### config.mk
export PLATFORM = sky130hd
export DESIGN_NAME = bbn_bridge_cfg_regs
export DESIGN_NICKNAME = d
export VERILOG_FILES = /design/src/rtl/bbn_pkg.sv /design/src/rtl/bbn_bus_decode.sv /design/src/rtl/bbn_lat_timer.sv /design/src/rtl/bbn_bridge_cfg_regs.sv
export SDC_FILE = /design/constraint.sdc
export NUM_CORES = 1
export LEC_CHECK = 0
export BUFFER_PORTS_ARGS = -buffer_cell sky130_fd_sc_hd__buf_2
export CORE_MARGIN = 10
export CORE_UTILIZATION = 44
export CTS_CLUSTER_SIZE = 40
export DETAILED_ROUTE_END_ITERATION = 6
export PLACE_DENSITY_LB_ADDON = 0.25
export RECOVER_POWER = 100
export SLEW_MARGIN = 15
export SYNTH_ARGS = -nofsm -noshare
export SYNTH_HDL_FRONTEND = slang
export SYNTH_HIERARCHICAL = 1
export SYNTH_SLANG_ARGS = --single-unit
### constraint.sdc
create_clock -name CLOCK -period 1.8 [get_ports CLOCK]
set_clock_uncertainty 0.05 [all_clocks]
set_input_delay 0.45 -clock CLOCK [delete_from_list [all_inputs] [get_ports CLOCK]]
set_output_delay 0.45 -clock CLOCK [all_outputs]
set_load 0.02 [all_outputs]
### src/rtl/bbn_pkg.sv
// Shared constants, field layouts and carrier types of the bridge bus-number and I/O window block.
package bbn_pkg;
    // Configuration byte offsets of the registers held here.
    localparam logic [7:0] OFF_HDR_TYPE = 8'h0E;
    localparam logic [7:0] OFF_UP_BUS = 8'h18;
    localparam logic [7:0] OFF_DOWN_BUS = 8'h19;
    localparam logic [7:0] OFF_HIGH_BUS = 8'h1A;
    localparam logic [7:0] OFF_LAT_COUNT = 8'h1B;
    localparam logic [7:0] OFF_IO_BOTTOM = 8'h1C;
    localparam logic [7:0] OFF_IO_TOP = 8'h1D;

    // Doubleword index and byte lane of each register.
    localparam logic [5:0] DW_0C = OFF_HDR_TYPE[7:2];
    localparam logic [5:0] DW_18 = OFF_UP_BUS[7:2];
    localparam logic [5:0] DW_1C = OFF_IO_BOTTOM[7:2];
    localparam logic [1:0] LANE_HDR = OFF_HDR_TYPE[1:0];
    localparam logic [1:0] LANE_UP = OFF_UP_BUS[1:0];
    localparam logic [1:0] LANE_DOWN = OFF_DOWN_BUS[1:0];
    localparam logic [1:0] LANE_HIGH = OFF_HIGH_BUS[1:0];
    localparam logic [1:0] LANE_LAT = OFF_LAT_COUNT[1:0];
    localparam logic [1:0] LANE_IO_BOTTOM = OFF_IO_BOTTOM[1:0];
    localparam logic [1:0] LANE_IO_TOP = OFF_IO_TOP[1:0];

    // Fixed values and reset values.
    localparam logic [7:0] HDR_TYPE_BRIDGE = 8'h01;
    localparam logic [3:0] IO_DECODE_32 = 4'h1;
    localparam logic [7:0] RST_BUS = 8'h00;
    localparam logic [7:0] RST_LAT = 8'h00;
    localparam logic [3:0] RST_IO_NIB = 4'h0;
    localparam logic [11:0] IO_LOW_BOTTOM = 12'h000;
    localparam logic [11:0] IO_LOW_TOP = 12'hFFF;

    // Field positions inside the I/O bytes.
    localparam int IO_NIB_MSB = 7;
    localparam int IO_NIB_LSB = 4;

    // Configuration access request and answer.
    typedef struct packed {
        logic valid;
        logic write;
        logic [5:0] dw_index;
        logic [3:0] be_n;
        logic [31:0] wdata;
    } bbn_cfg_req_t;

    typedef struct packed {
        logic ack;
        logic [31:0] rdata;
    } bbn_cfg_rsp_t;

    // A Type 1 configuration request seen on one side.
    typedef struct packed {
        logic valid;
        logic [7:0] bus;
        logic special;
    } bbn_t1_req_t;

    // Decision for a primary-side Type 1 request.
    typedef struct packed {
        logic claim;
        logic to_type0;
        logic to_special;
        logic pass_type1;
    } bbn_down_dec_t;

    // Decision for a secondary-side Type 1 request.
    typedef struct packed {
        logic to_special;
        logic pass_up;
    } bbn_up_dec_t;

    typedef enum logic [1:0] {
        LAT_IDLE,
        LAT_RUN,
        LAT_EXPIRED
    } bbn_lat_state_t;
endpackage : bbn_pkg

### src/rtl/bbn_bus_decode.sv
// Bus-number decoder for Type 1 configuration requests on both sides of the bridge.
module bbn_bus_decode (
    input wire logic clk,
    input wire logic srst,
    input wire logic [7:0] up_bus,
    input wire logic [7:0] down_bus,
    input wire logic [7:0] high_bus,
    input wire bbn_pkg::bbn_t1_req_t pri_req,
    input wire bbn_pkg::bbn_t1_req_t sec_req,
    output bbn_pkg::bbn_down_dec_t pri_dec,
    output bbn_pkg::bbn_up_dec_t sec_dec
);
    import bbn_pkg::*;

    bbn_down_dec_t pri_d, pri_q;
    bbn_up_dec_t sec_d, sec_q;

    // True when a bus number lies in the range owned by the far side.
    function automatic logic in_range(input logic [7:0] bus, input logic [7:0] lo,
                                      input logic [7:0] hi);
        in_range = (bus >= lo) && (bus <= hi);
    endfunction : in_range

    // Decode both sides from the live bus numbers.
    always_comb begin
        pri_d = '0;
        sec_d = '0;
        if (pri_req.valid && in_range(pri_req.bus, down_bus, high_bus)) begin
            pri_d.claim = 1'b1;
            if (pri_req.bus == down_bus) begin
                pri_d.to_special = pri_req.special;
                pri_d.to_type0 = !pri_req.special;
            end else begin
                pri_d.pass_type1 = 1'b1;
            end
        end
        if (sec_req.valid) begin
            // A request aimed at a bus behind us is not sent upstream at all.
            if (sec_req.special && sec_req.bus == up_bus) begin
                sec_d.to_special = 1'b1;
            end else if (!in_range(sec_req.bus, down_bus, high_bus)) begin
                sec_d.pass_up = 1'b1;
            end
        end
    end

    // Decisions are held for one cycle after the request is seen.
    always_ff @(posedge clk) begin
        if (srst) begin
            pri_q <= '0;
            sec_q <= '0;
        end else begin
            pri_q <= pri_d;
            sec_q <= sec_d;
        end
    end

    assign pri_dec = pri_q;
    assign sec_dec = sec_q;
endmodule : bbn_bus_decode

### src/rtl/bbn_lat_timer.sv
// Secondary-side master latency timer with its end-of-tenure request.
module bbn_lat_timer #(
    parameter int LAT_W = 8
) (
    input wire logic clk,
    input wire logic srst,
    input wire logic [LAT_W-1:0] lat_count,
    input wire logic frame_start,
    input wire logic master_active,
    input wire logic grant,
    input wire logic data_xfer,
    input wire logic mwi,
    output logic expired,
    output logic end_req
);
    import bbn_pkg::*;

    if (LAT_W < 1 || LAT_W > 8) begin : g_chk
        $error("LAT_W must be 1 to 8");
    end

    bbn_lat_state_t state_d, state_q;
    logic [LAT_W-1:0] cnt_d, cnt_q;
    logic first_d, first_q;
    logic end_d, end_q;
    logic exp_d, exp_q;

    // Count clocks from our frame assertion; one clock per step.
    always_comb begin
        state_d = state_q;
        cnt_d = cnt_q;
        first_d = first_q;
        case (state_q)
            LAT_IDLE: begin
                first_d = 1'b0;
                if (frame_start) begin
                    cnt_d = lat_count;
                    state_d = (lat_count == '0) ? LAT_EXPIRED : LAT_RUN;
                end
            end
            LAT_RUN: begin
                cnt_d = cnt_q - 1'b1;
                if (cnt_q == {{(LAT_W-1){1'b0}}, 1'b1}) begin
                    state_d = LAT_EXPIRED;
                end
            end
            LAT_EXPIRED: begin
                cnt_d = '0;
            end
            default: begin
                state_d = LAT_IDLE;
            end
        endcase
        if (state_q != LAT_IDLE && data_xfer) begin
            first_d = 1'b1;
        end
        if (!master_active) begin
            state_d = LAT_IDLE;
            first_d = 1'b0;
        end
        // With a zero count the tenure ends after one data phase, unless MWI runs.
        if (lat_count == '0) begin
            end_d = master_active && !grant && first_q && !mwi;
        end else begin
            end_d = master_active && !grant && state_q == LAT_EXPIRED;
        end
        // Expiry is registered from the next state so the output leaves a flop, same timing.
        exp_d = (state_d == LAT_EXPIRED);
    end

    always_ff @(posedge clk) begin
        if (srst) begin
            state_q <= LAT_IDLE;
            cnt_q <= '0;
            first_q <= 1'b0;
            end_q <= 1'b0;
            exp_q <= 1'b0;
        end else begin
            state_q <= state_d;
            cnt_q <= cnt_d;
            first_q <= first_d;
            end_q <= end_d;
            exp_q <= exp_d;
        end
    end

    assign expired = exp_q;
    assign end_req = end_q;
endmodule : bbn_lat_timer

### src/rtl/bbn_bridge_cfg_regs.sv
// Bridge bus-number, secondary latency and I/O window configuration registers.
// How it works
// - Header type byte always reads 01h, the bridge layout code.
// - Upstream bus number, reset zero, steers secondary Type 1 upstream handling.
// - Downstream bus number, reset zero, steers primary Type 1 claim and conversion.
// - Buses above downstream up to highest-behind pass downstream still as Type 1.
// - Latency count, reset zero, counts clocks from our secondary frame start.
// - Zero count and grant removed ends after first transfer, except MWI.
// - Low nibbles of I/O bottom and top bytes read 1h and ignore writes.
// - I/O bottom bits 15:12 come from its upper nibble, low twelve bits zero.
// - I/O top bits 15:12 from its upper nibble, low twelve bits all ones.
// - I/O address bits 31:16 come from separate upper-half registers.
// - I/O transaction is forwarded when its address lies between bottom and top.
module bbn_bridge_cfg_regs #(
    parameter int LAT_W = 8
) (
    input wire logic CLOCK,
    input wire logic SRST,
    input wire bbn_pkg::bbn_cfg_req_t CFG_REQ,
    output bbn_pkg::bbn_cfg_rsp_t CFG_RSP,
    input wire bbn_pkg::bbn_t1_req_t PRI_T1_REQ,
    output bbn_pkg::bbn_down_dec_t PRI_T1_DEC,
    input wire bbn_pkg::bbn_t1_req_t SEC_T1_REQ,
    output bbn_pkg::bbn_up_dec_t SEC_T1_DEC,
    input wire logic SEC_FRAME_START,
    input wire logic SEC_MASTER_ACTIVE,
    input wire logic SEC_GRANT,
    input wire logic SEC_DATA_XFER,
    input wire logic SEC_MWI,
    output logic SEC_LAT_EXPIRED,
    output logic SEC_END_REQ,
    input wire logic [15:0] IO_BOTTOM_UPPER,
    input wire logic [15:0] IO_TOP_UPPER,
    input wire logic IO_ADDR_VALID,
    input wire logic [31:0] IO_ADDR,
    output logic IO_FORWARD,
    output logic [31:0] IO_WINDOW_BASE,
    output logic [31:0] IO_WINDOW_LIMIT,
    output logic [7:0] UPSTREAM_BUS,
    output logic [7:0] DOWNSTREAM_BUS,
    output logic [7:0] HIGHEST_BUS,
    output logic [LAT_W-1:0] LATENCY_COUNT
);
    import bbn_pkg::*;

    if (LAT_W != 8) begin : g_chk
        $error("LAT_W must be 8, the width of the latency byte");
    end

    // Register state.
    logic [7:0] up_bus_d, up_bus_q;
    logic [7:0] down_bus_d, down_bus_q;
    logic [7:0] high_bus_d, high_bus_q;
    logic [7:0] lat_d, lat_q;
    logic [3:0] io_bot_nib_d, io_bot_nib_q;
    logic [3:0] io_top_nib_d, io_top_nib_q;

    // Access answer state.
    bbn_cfg_rsp_t rsp_d, rsp_q;

    // Window state.
    logic [31:0] base_d, base_q;
    logic [31:0] limit_d, limit_q;
    logic fwd_d, fwd_q;
    logic [31:0] base_now;
    logic [31:0] limit_now;

    logic wr_18;
    logic wr_1c;

    // Picks one byte lane out of a doubleword.
    function automatic logic [7:0] lane_byte(input logic [31:0] data, input logic [1:0] lane);
        lane_byte = data[{lane, 3'b000} +: 8];
    endfunction : lane_byte

    // Merges a byte into a register when its active-low lane enable is set.
    function automatic logic [7:0] lane_merge(input logic [7:0] old_val,
                                              input bbn_cfg_req_t req,
                                              input logic [1:0] lane);
        if (!req.be_n[lane]) begin
            lane_merge = lane_byte(req.wdata, lane);
        end else begin
            lane_merge = old_val;
        end
    endfunction : lane_merge

    assign wr_18 = CFG_REQ.valid && CFG_REQ.write && CFG_REQ.dw_index == DW_18;
    assign wr_1c = CFG_REQ.valid && CFG_REQ.write && CFG_REQ.dw_index == DW_1C;

    // Writable fields take only their own enabled lanes.
    always_comb begin
        logic [7:0] io_bot_byte;
        logic [7:0] io_top_byte;
        io_bot_byte = lane_merge({io_bot_nib_q, IO_DECODE_32}, CFG_REQ, LANE_IO_BOTTOM);
        io_top_byte = lane_merge({io_top_nib_q, IO_DECODE_32}, CFG_REQ, LANE_IO_TOP);
        up_bus_d = up_bus_q;
        down_bus_d = down_bus_q;
        high_bus_d = high_bus_q;
        lat_d = lat_q;
        io_bot_nib_d = io_bot_nib_q;
        io_top_nib_d = io_top_nib_q;
        if (wr_18) begin
            up_bus_d = lane_merge(up_bus_q, CFG_REQ, LANE_UP);
            down_bus_d = lane_merge(down_bus_q, CFG_REQ, LANE_DOWN);
            high_bus_d = lane_merge(high_bus_q, CFG_REQ, LANE_HIGH);
            lat_d = lane_merge(lat_q, CFG_REQ, LANE_LAT);
        end
        if (wr_1c) begin
            // Only the upper nibbles are stored; the low nibbles are fixed.
            io_bot_nib_d = io_bot_byte[IO_NIB_MSB:IO_NIB_LSB];
            io_top_nib_d = io_top_byte[IO_NIB_MSB:IO_NIB_LSB];
        end
    end

    always_ff @(posedge CLOCK) begin
        if (SRST) begin
            up_bus_q <= RST_BUS;
            down_bus_q <= RST_BUS;
            high_bus_q <= RST_BUS;
            lat_q <= RST_LAT;
            io_bot_nib_q <= RST_IO_NIB;
            io_top_nib_q <= RST_IO_NIB;
        end else begin
            up_bus_q <= up_bus_d;
            down_bus_q <= down_bus_d;
            high_bus_q <= high_bus_d;
            lat_q <= lat_d;
            io_bot_nib_q <= io_bot_nib_d;
            io_top_nib_q <= io_top_nib_d;
        end
    end

    // Read data and acknowledge, one cycle after the request; other lanes read zero.
    always_comb begin
        rsp_d = '0;
        rsp_d.ack = CFG_REQ.valid;
        if (CFG_REQ.valid && !CFG_REQ.write) begin
            case (CFG_REQ.dw_index)
                DW_0C: begin
                    rsp_d.rdata[{LANE_HDR, 3'b000} +: 8] = HDR_TYPE_BRIDGE;
                end
                DW_18: begin
                    rsp_d.rdata[{LANE_UP, 3'b000} +: 8] = up_bus_q;
                    rsp_d.rdata[{LANE_DOWN, 3'b000} +: 8] = down_bus_q;
                    rsp_d.rdata[{LANE_HIGH, 3'b000} +: 8] = high_bus_q;
                    rsp_d.rdata[{LANE_LAT, 3'b000} +: 8] = lat_q;
                end
                DW_1C: begin
                    rsp_d.rdata[{LANE_IO_BOTTOM, 3'b000} +: 8] = {io_bot_nib_q, IO_DECODE_32};
                    rsp_d.rdata[{LANE_IO_TOP, 3'b000} +: 8] = {io_top_nib_q, IO_DECODE_32};
                end
                default: begin
                    rsp_d.rdata = '0;
                end
            endcase
        end
    end

    always_ff @(posedge CLOCK) begin
        if (SRST) begin
            rsp_q <= '0;
        end else begin
            rsp_q <= rsp_d;
        end
    end

    // Window bounds: 4 KB aligned bottom, top padded with ones to the end of its 4 KB step.
    assign base_now = {IO_BOTTOM_UPPER, io_bot_nib_q, IO_LOW_BOTTOM};
    assign limit_now = {IO_TOP_UPPER, io_top_nib_q, IO_LOW_TOP};

    // An empty window (top below bottom) forwards nothing, which is the safe reading.
    always_comb begin
        base_d = base_now;
        limit_d = limit_now;
        fwd_d = IO_ADDR_VALID && IO_ADDR >= base_now && IO_ADDR <= limit_now;
    end

    always_ff @(posedge CLOCK) begin
        if (SRST) begin
            base_q <= '0;
            limit_q <= {16'h0000, RST_IO_NIB, IO_LOW_TOP};
            fwd_q <= 1'b0;
        end else begin
            base_q <= base_d;
            limit_q <= limit_d;
            fwd_q <= fwd_d;
        end
    end

    // Type 1 routing uses the live bus numbers; software must set them first.
    bbn_bus_decode u_decode (
        .clk(CLOCK),
        .srst(SRST),
        .up_bus(up_bus_q),
        .down_bus(down_bus_q),
        .high_bus(high_bus_q),
        .pri_req(PRI_T1_REQ),
        .sec_req(SEC_T1_REQ),
        .pri_dec(PRI_T1_DEC),
        .sec_dec(SEC_T1_DEC)
    );

    // The timer sees the programmed count directly: the countdown reloads it at the next frame, but the zero-count end rule follows a rewrite at once.
    bbn_lat_timer #(
        .LAT_W(LAT_W)
    ) u_timer (
        .clk(CLOCK),
        .srst(SRST),
        .lat_count(lat_q[LAT_W-1:0]),
        .frame_start(SEC_FRAME_START),
        .master_active(SEC_MASTER_ACTIVE),
        .grant(SEC_GRANT),
        .data_xfer(SEC_DATA_XFER),
        .mwi(SEC_MWI),
        .expired(SEC_LAT_EXPIRED),
        .end_req(SEC_END_REQ)
    );

    assign CFG_RSP = rsp_q;
    assign IO_FORWARD = fwd_q;
    assign IO_WINDOW_BASE = base_q;
    assign IO_WINDOW_LIMIT = limit_q;
    assign UPSTREAM_BUS = up_bus_q;
    assign DOWNSTREAM_BUS = down_bus_q;
    assign HIGHEST_BUS = high_bus_q;
    assign LATENCY_COUNT = lat_q[LAT_W-1:0];
endmodule : bbn_bridge_cfg_regs

; ---- Word level (Yosys, flattened, before mapping)
; Index checks and enable logic that the tools add are counted.
[totals]
reg_bits = 157
inputBits = 136
output_inout_bits = 138
elab_cells = 107
[op_classes]
addsub = 1
magnitude_cmp = 6
n_eq_ne = 10
muxes = 17
bitwise = 10
reduce_logical = 38
[ops]
columns = cell, count
row1 = $ge 32x32->1, 1
row2 = $le 32x32->1, 1
row3 = $pmux 16 s2, 1
row4 = $pmux 8 s3, 1
row5 = $eq 8x8->1, 2
row6 = $ge 8x8->1, 2
row7 = $le 8x8->1, 2
row8 = $pmux 8 s2, 1
row9 = $logic_and 1x1->1, 15
row10 = $reduce_and 2->1, 7
row11 = $eq 6x3->1 const B, 2
row12 = $mux 2, 5
row13 = $not 1->1, 10
row14 = $reduce_or 3->1, 3
row15 = $eq 8x1->1 const B, 1
row16 = $logic_not 8->1, 1
row17 = $mux 8, 1
row18 = $reduce_or 2->1, 4
row19 = $sub 8x1->8 const B, 1
row20 = $eq 6x2->1 const B, 1
row21 = $mux 1, 6
row22 = $pmux 2 s3, 1
row23 = $eq 2x2->1 const B, 2
row24 = $logic_not 1->1, 4
row25 = 6 further kinds, 7

; ---- Depth between registers and ports, before layout
[logic_depth]
ltp_word = 6
ltp_mapped = 7
depth_no_buf = 7

; ---- Cells and area by module
; The synthesis kept the hierarchy.
[modules_own_cells]
columns = mod, instances, cells_each, area_each_um2, seq_area_each_um2
row1 = bbn_bridge_cfg_regs, 1, 469, 4664.5, 2282.2
row2 = bbn_bus_decode, 1, 121, 1033.5, 120.1
row3 = bbn_lat_timer, 1, 102, 835.8, 260.2

; ---- Worst setup path after synthesis
; No wires, ideal clock.
[synth_path]
kind = reg-to-reg
start = register high_bus_q[1], in the netlist HIGHEST_BUS[1]
end = register u_decode.pri_q (netlist bit u_decode/pri_dec[0])
setup_ns = 0.088
t_arrival_ns = 1.702
required_time_ns = 1.662
path_slack_ns = -0.040
stages_incl_launch_ff = 8
path_buffers = 0
period_less_slack_ns = 1.840
path_cell_list = dfxtp_1 > inv_1 > ha_1 > nor2b_4 > o211ai_2 > a21oi_1 > o32a_4 > nor4_2
[synth_between]
elab_chain_cells = 5
[synth_rtl]
columns = item, line
row1 = from (decl), bbn_bridge_cfg_regs.sv:53  ; logic [7:0] high_bus_d, high_bus_q;
row2 = from (signal assigned), bbn_bridge_cfg_regs.sv:126  ; high_bus_q <= high_bus_d;
row3 = $le 8x8->1, bbn_bus_decode.sv:21  ; in_range = (bus >= lo) && (bus <= hi);
row4 = $logic_and 1x1->1, bbn_bus_decode.sv:21
row5 = $logic_and 1x1->1, bbn_bus_decode.sv:28  ; if (pri_req.valid && in_range(pri_req.bus, down_bus, high_bus)) begin
row6 = $not 1->1 (no source line), n/a
row7 = $reduce_or 2->1 (no source line), n/a
row8 = to (signal assigned), bbn_bus_decode.sv:53  ; pri_q <= pri_d;
row9 = to (decl), bbn_bus_decode.sv:15  ; bbn_down_dec_t pri_d, pri_q;
; Every way passes these cells.
; A chain may end at the register's enable or synchronous reset.

; ---- Final worst setup path
[layout_path]
start = register down_bus_q[0], in the netlist DOWNSTREAM_BUS[0]
end = register u_decode.sec_q (netlist bit u_decode/sec_dec[0])
[layout_between]
elab_chain_cells = 3
[layout_rtl]
columns = item, line
row1 = from (decl), bbn_bridge_cfg_regs.sv:52  ; logic [7:0] down_bus_d, down_bus_q;
row2 = from (signal assigned), bbn_bridge_cfg_regs.sv:125  ; down_bus_q <= down_bus_d;
row3 = $ge 8x8->1, bbn_bus_decode.sv:21
row4 = $logic_and 1x1->1, bbn_bus_decode.sv:21
row5 = $mux 1, bbn_bus_decode.sv:41  ; end else if (!in_range(sec_req.bus, down_bus, high_bus)) begin
row6 = to (signal assigned), bbn_bus_decode.sv:51  ; sec_q <= '0;
row7 = to (signal assigned), bbn_bus_decode.sv:54  ; sec_q <= sec_d;
row8 = to (decl), bbn_bus_decode.sv:16  ; bbn_up_dec_t sec_d, sec_q;
; Every way passes these cells.

==> run_summary.xml <==
<?xml version="1.0" encoding="UTF-8"?>
<metrics>
  <group name="worst_setup_path">
    <metric name="crit-reg2reg-capture" unit="">u_decode/sec_dec[0]</metric>
    <metric name="worst_path_dominant_cell_family" unit="">compound AO/OA/AOI/OAI gates</metric>
    <metric name="worstPathArrival" unit="ps">2060</metric>
    <metric name="timing.critical_path.required" unit="ps">2060</metric>
    <metric name="setup.worst_path.class" unit="">register to register</metric>
    <metric name="critical_path.n_buffers_inverters" unit="">0</metric>
    <metric name="worst-path-max-fanout" unit="">3</metric>
    <metric name="path_cells" unit="">ha_1 -&gt; nand2b_1 -&gt; a2111oi_2 -&gt; o31ai_1 -&gt; a211oi_1</metric>
    <metric name="critPathLaunchType" unit="">register</metric>
    <metric name="cp-endpoint" unit="">u_decode/sec_dec[0]</metric>
    <metric name="cell_with_the_largest_stage_delay_on_the_worst_path" unit="">a2111oi_2</metric>
    <metric name="crit_path_max_incr_delay" unit="ps">410</metric>
    <metric name="r2r.worst_path.cells" unit="">5</metric>
    <metric name="cp-end-kind" unit="">register</metric>
    <metric name="worst-r2r-setup-slack" unit="ps">5</metric>
    <metric name="critical_path_cell_count" unit="">5</metric>
    <metric name="cp-startpoint" unit="">DOWNSTREAM_BUS[0]</metric>
    <metric name="timing.rr.start" unit="">DOWNSTREAM_BUS[0]</metric>
  </group>
  <group name="job">
    <metric name="drv.max_cap_violation_count" unit="">0</metric>
  </group>
  <group name="drt">
    <metric name="postRouteAntennaNets" unit="">0</metric>
    <metric name="avgRoutedWirePerCell" unit="µm">17.2</metric>
    <metric name="detailedRoute.firstPassIterationCount" unit="">4</metric>
    <metric name="via_per_inst" unit="">4.92</metric>
    <metric name="drt_drc_violations_left" unit="">0</metric>
    <metric name="drt_first_iter_violations" unit="">260</metric>
    <metric name="via_count" unit="">5933</metric>
    <metric name="drt-total-wl" unit="mm">20.8</metric>
  </group>
  <group name="place">
    <metric name="place_worst_setup_slack" unit="ps">-245</metric>
    <metric name="post-place-cells" unit="">1173</metric>
    <metric name="dp_hpwl" unit="mm">17.1</metric>
    <metric name="finalWeightedCongestion" unit="">0.874</metric>
    <metric name="port_buffers" unit="">249</metric>
  </group>
  <group name="synthesis">
    <metric name="synth_top_cell_area_share" unit="%">40.8</metric>
    <metric name="synth-seq-cells" unit="">133</metric>
    <metric name="synth_area_leaders" unit="">dfxtp_1 41%, ha_1 15%, mux2i_1 6.3%</metric>
    <metric name="cell_area_after_synthesis" unit="mm²">0.00653</metric>
    <metric name="syn_area_per_cell" unit="µm²">9.44</metric>
    <metric name="synth_seq_area_share" unit="%">40.8</metric>
    <metric name="ys_top_cells_by_count" unit="">133 x dfxtp_1, 93 x nor2_1, 78 x ha_1</metric>
    <metric name="yosys.cell_count.top_type" unit="">dfxtp_1</metric>
    <metric name="number_of_enable_type_register_cells_in_the_synthesized_netlist" unit="">0</metric>
    <metric name="synthesis.yosys.warnings" unit="">6</metric>
    <metric name="synthCells" unit="">692</metric>
    <metric name="yosys.area.top_type" unit="">dfxtp_1</metric>
    <metric name="async_flop_share" unit="%">0</metric>
    <metric name="post_synthesis_cell_type_count" unit="">65</metric>
    <metric name="most_common_flop_cell_mapped_by_yosys" unit="">dfxtp_1</metric>
  </group>
  <group name="pwr">
    <metric name="power.leakage" unit="nW">3.93</metric>
    <metric name="switchingPower" unit="W">0.00181</metric>
    <metric name="report.power.total" unit="W">0.00709</metric>
    <metric name="p_int" unit="W">0.00528</metric>
    <metric name="power-per-cell-area" unit="mW/mm²">804</metric>
    <metric name="clock_power_share" unit="%">45.5</metric>
    <metric name="power.share.combinational" unit="%">12.0</metric>
    <metric name="maximum_resistive_drop_on_vdd" unit="V">0.000583</metric>
    <metric name="power.sequential.fraction" unit="%">42.5</metric>
    <metric name="swShare" unit="%">25.5</metric>
  </group>
  <group name="clock_tree">
    <metric name="clock_latency_on_the_worst_skew_pair" unit="ps">410</metric>
    <metric name="worst_setup_hold_path_clk_slew" unit="ps">60</metric>
    <metric name="cts.root.buffer_cell" unit="">clkbuf_16</metric>
    <metric name="cts_h_tree_lvls" unit="">4</metric>
    <metric name="cts_tree" unit="">built</metric>
    <metric name="clockBufferDepth" unit="">2</metric>
    <metric name="cts_num_sinks" unit="">133</metric>
    <metric name="numCtsBuffers" unit="">17</metric>
    <metric name="post-cts-setup-buffers" unit="">0</metric>
  </group>
  <group name="finish">
    <metric name="final.fill_count" unit="">1357</metric>
    <metric name="final_cells" unit="">1207</metric>
    <metric name="final_layout_size_suffix_gt1_share" unit="%">25.7</metric>
    <metric name="final_core_utilization" unit="%">60.7</metric>
    <metric name="area_growth_syn_to_layout" unit="%">35.0</metric>
    <metric name="finalNetCount" unit="">1222</metric>
  </group>
  <group name="timing">
    <metric name="setup_viol" unit="">0</metric>
    <metric name="max_freq" unit="GHz">0.557</metric>
    <metric name="min_period_over_period" unit="%">99.7</metric>
    <metric name="period_needed" unit="ps">1790</metric>
    <metric name="maxSlewViolCount" unit="">0</metric>
    <metric name="rsz0062_at_grt" unit="">true</metric>
    <metric name="worst_setup_slack_after_layout" unit="ps">5.16</metric>
    <metric name="maxSlewHeadroom" unit="%">43.1</metric>
    <metric name="tightestPinTransition" unit="ps">854</metric>
    <metric name="whs" unit="ps">153</metric>
    <metric name="finalHoldViolCount" unit="">0</metric>
  </group>
  <group name="global_route">
    <metric name="maximum_number_of_pins_on_one_net_before_global_route_repair" unit="">42</metric>
    <metric name="groute.usage.overall" unit="%">19.7</metric>
    <metric name="grt_pass1_vias" unit="">5988</metric>
    <metric name="globalRoute.totalOverflow" unit="">0</metric>
    <metric name="grt_antenna_before_repair" unit="">3</metric>
    <metric name="first_pass_grt_wire_length" unit="mm">31.6</metric>
  </group>
  <group name="hold_path">
    <metric name="timing.hold.worst.class" unit="">input port to register</metric>
    <metric name="min_from" unit="">SEC_GRANT</metric>
  </group>
  <group name="floorplanning">
    <metric name="core" unit="mm²">0.0145</metric>
    <metric name="chipHeight" unit="µm">142</metric>
    <metric name="top_level_ports" unit="">274</metric>
    <metric name="std_cell_rows" unit="">44</metric>
    <metric name="start_util" unit="%">45.0</metric>
    <metric name="floorplan.die_area" unit="mm²">0.0201</metric>
    <metric name="die_w" unit="µm">142</metric>
  </group>
  <group name="run_status">
    <metric name="run_status" unit="">completed</metric>
  </group>
</metrics>
-- registers in the layout, indices dropped and copies added (netlist names) --
register,flops
UPSTREAM_BUS,8
u_decode/pri_dec,4
io_top_nib_q,4
u_timer/expired,1
io_bot_nib_q,4
CFG_RSP,33
u_timer/first_q,1
IO_WINDOW_BASE,20
u_decode/sec_dec,2
u_timer/state_q,2
DOWNSTREAM_BUS,8
u_timer/end_req,1
LATENCY_COUNT,8
IO_WINDOW_LIMIT,20
IO_FORWARD,1
u_timer/cnt_q,8
HIGHEST_BUS,8
-- power by group through the flow --
stage / combinational (W) / sequential (W) / clock (W)
floorplan: 0.000424 / 0.00313 / 0
global placement: 0.000828 / 0.00307 / 0
detailed placement: 0.000841 / 0.00307 / 0
CTS: 0.000848 / 0.00301 / 0.00329
global route: 0.000952 / 0.00302 / 0.00342
finish: 0.000850 / 0.00301 / 0.00323
-- how the worst min path moves through the flow --
| stage | slack [ps] | cells past startpoint | to |
|---|---|---|---|
| floorplan | 400 | 2 | IO_WINDOW_BASE[13] |
| global placement | 420 | 1 | CFG_RSP[22] |
| finish | 150 | 2 | u_timer/end_req |
| global route | 140 | 2 | u_timer/end_req |
| CTS | 140 | 2 | u_timer/end_req |
| detailed placement | 430 | 2 | u_timer/cnt_q[6] |
-- worst register-to-register path: stages (launching register included) --
cell       delay (ps)
dfxtp_1           400
ha_1              260
nand2b_1          170
a2111oi_2         410
o31ai_1           140
a211oi_1          270
-- layout make-up --
type,instances,area (µm²),area share [%]
multi-input combinational,473,3530,40.0
sequential,133,2670,30.2
antenna,3,7.51,0.0851
clock buffer,19,443,5.02
clock inverter,12,106,1.21
inverter,68,255,2.89
timing repair buffer,315,1580,17.9
tap,184,230,2.61
-- metal layers --
metal	vias to the layer above	part of all wire, %	GRT usage, %
met1	2674	42	22.5
li1	2989	-	-
met3	28	11	9.48
met2	240	46	31.6
met4	2	1.8	6.56
met5	-	0.063	0
-- through the flow --
stage	TNS [ps]	area, µm²
floorplan	0	6620
global placement	-5450	8410
detailed placement	-6430	8410
CTS	-0.759	8970
global route	-162	8820
finish	0	8820
-- logic make-up after synthesis --
| logic type | share of synthesized area [%] |
|---|---|
| AO/OA/AOI/OAI | 10.5 |
| XOR/XNOR | 1.07 |
| adder cells (fa/ha/maj) | 14.9 |
| buffers and inverters | 7.62 |
| flip-flops | 40.8 |
| multiplexers | 6.45 |
| other | 0.115 |
| AND/OR/NAND/NOR | 18.6 |
-- cell usage in the layout, fill, tap and decap left out, drive strengths merged, types with 5 or more instances in the layout --
| master | netlist | final |
|---|---|---|
| a21o | 7 | 7 |
| a21oi | 30 | 30 |
| a22o | 8 | 8 |
| and2 | 24 | 24 |
| and4 | 7 | 7 |
| buf | 26 | 188 |
| clkbuf | 14 | 146 |
| clkinv | 0 | 5 |
| conb | 2 | 24 |
| dfxtp | 133 | 133 |
| ha | 78 | 78 |
| inv | 68 | 70 |
| mux2i | 41 | 41 |
| nand2 | 18 | 18 |
| nand2b | 5 | 5 |
| nand3 | 5 | 5 |
| nand4 | 16 | 16 |
| nor2 | 97 | 97 |
| nor2b | 12 | 12 |
| nor3 | 10 | 10 |
| nor4 | 7 | 7 |
| o21ai | 17 | 17 |
| xnor2 | 8 | 8 |
-- what timing repair did --
item	4_1_cts	5_1_grt
gates resized for setup	3	22
pin swaps	0	9
endpoints found under the hold margin	0	0
endpoints found under the setup margin	2	9
hold buffers	0	0
(Power assumes the default switching activity.)
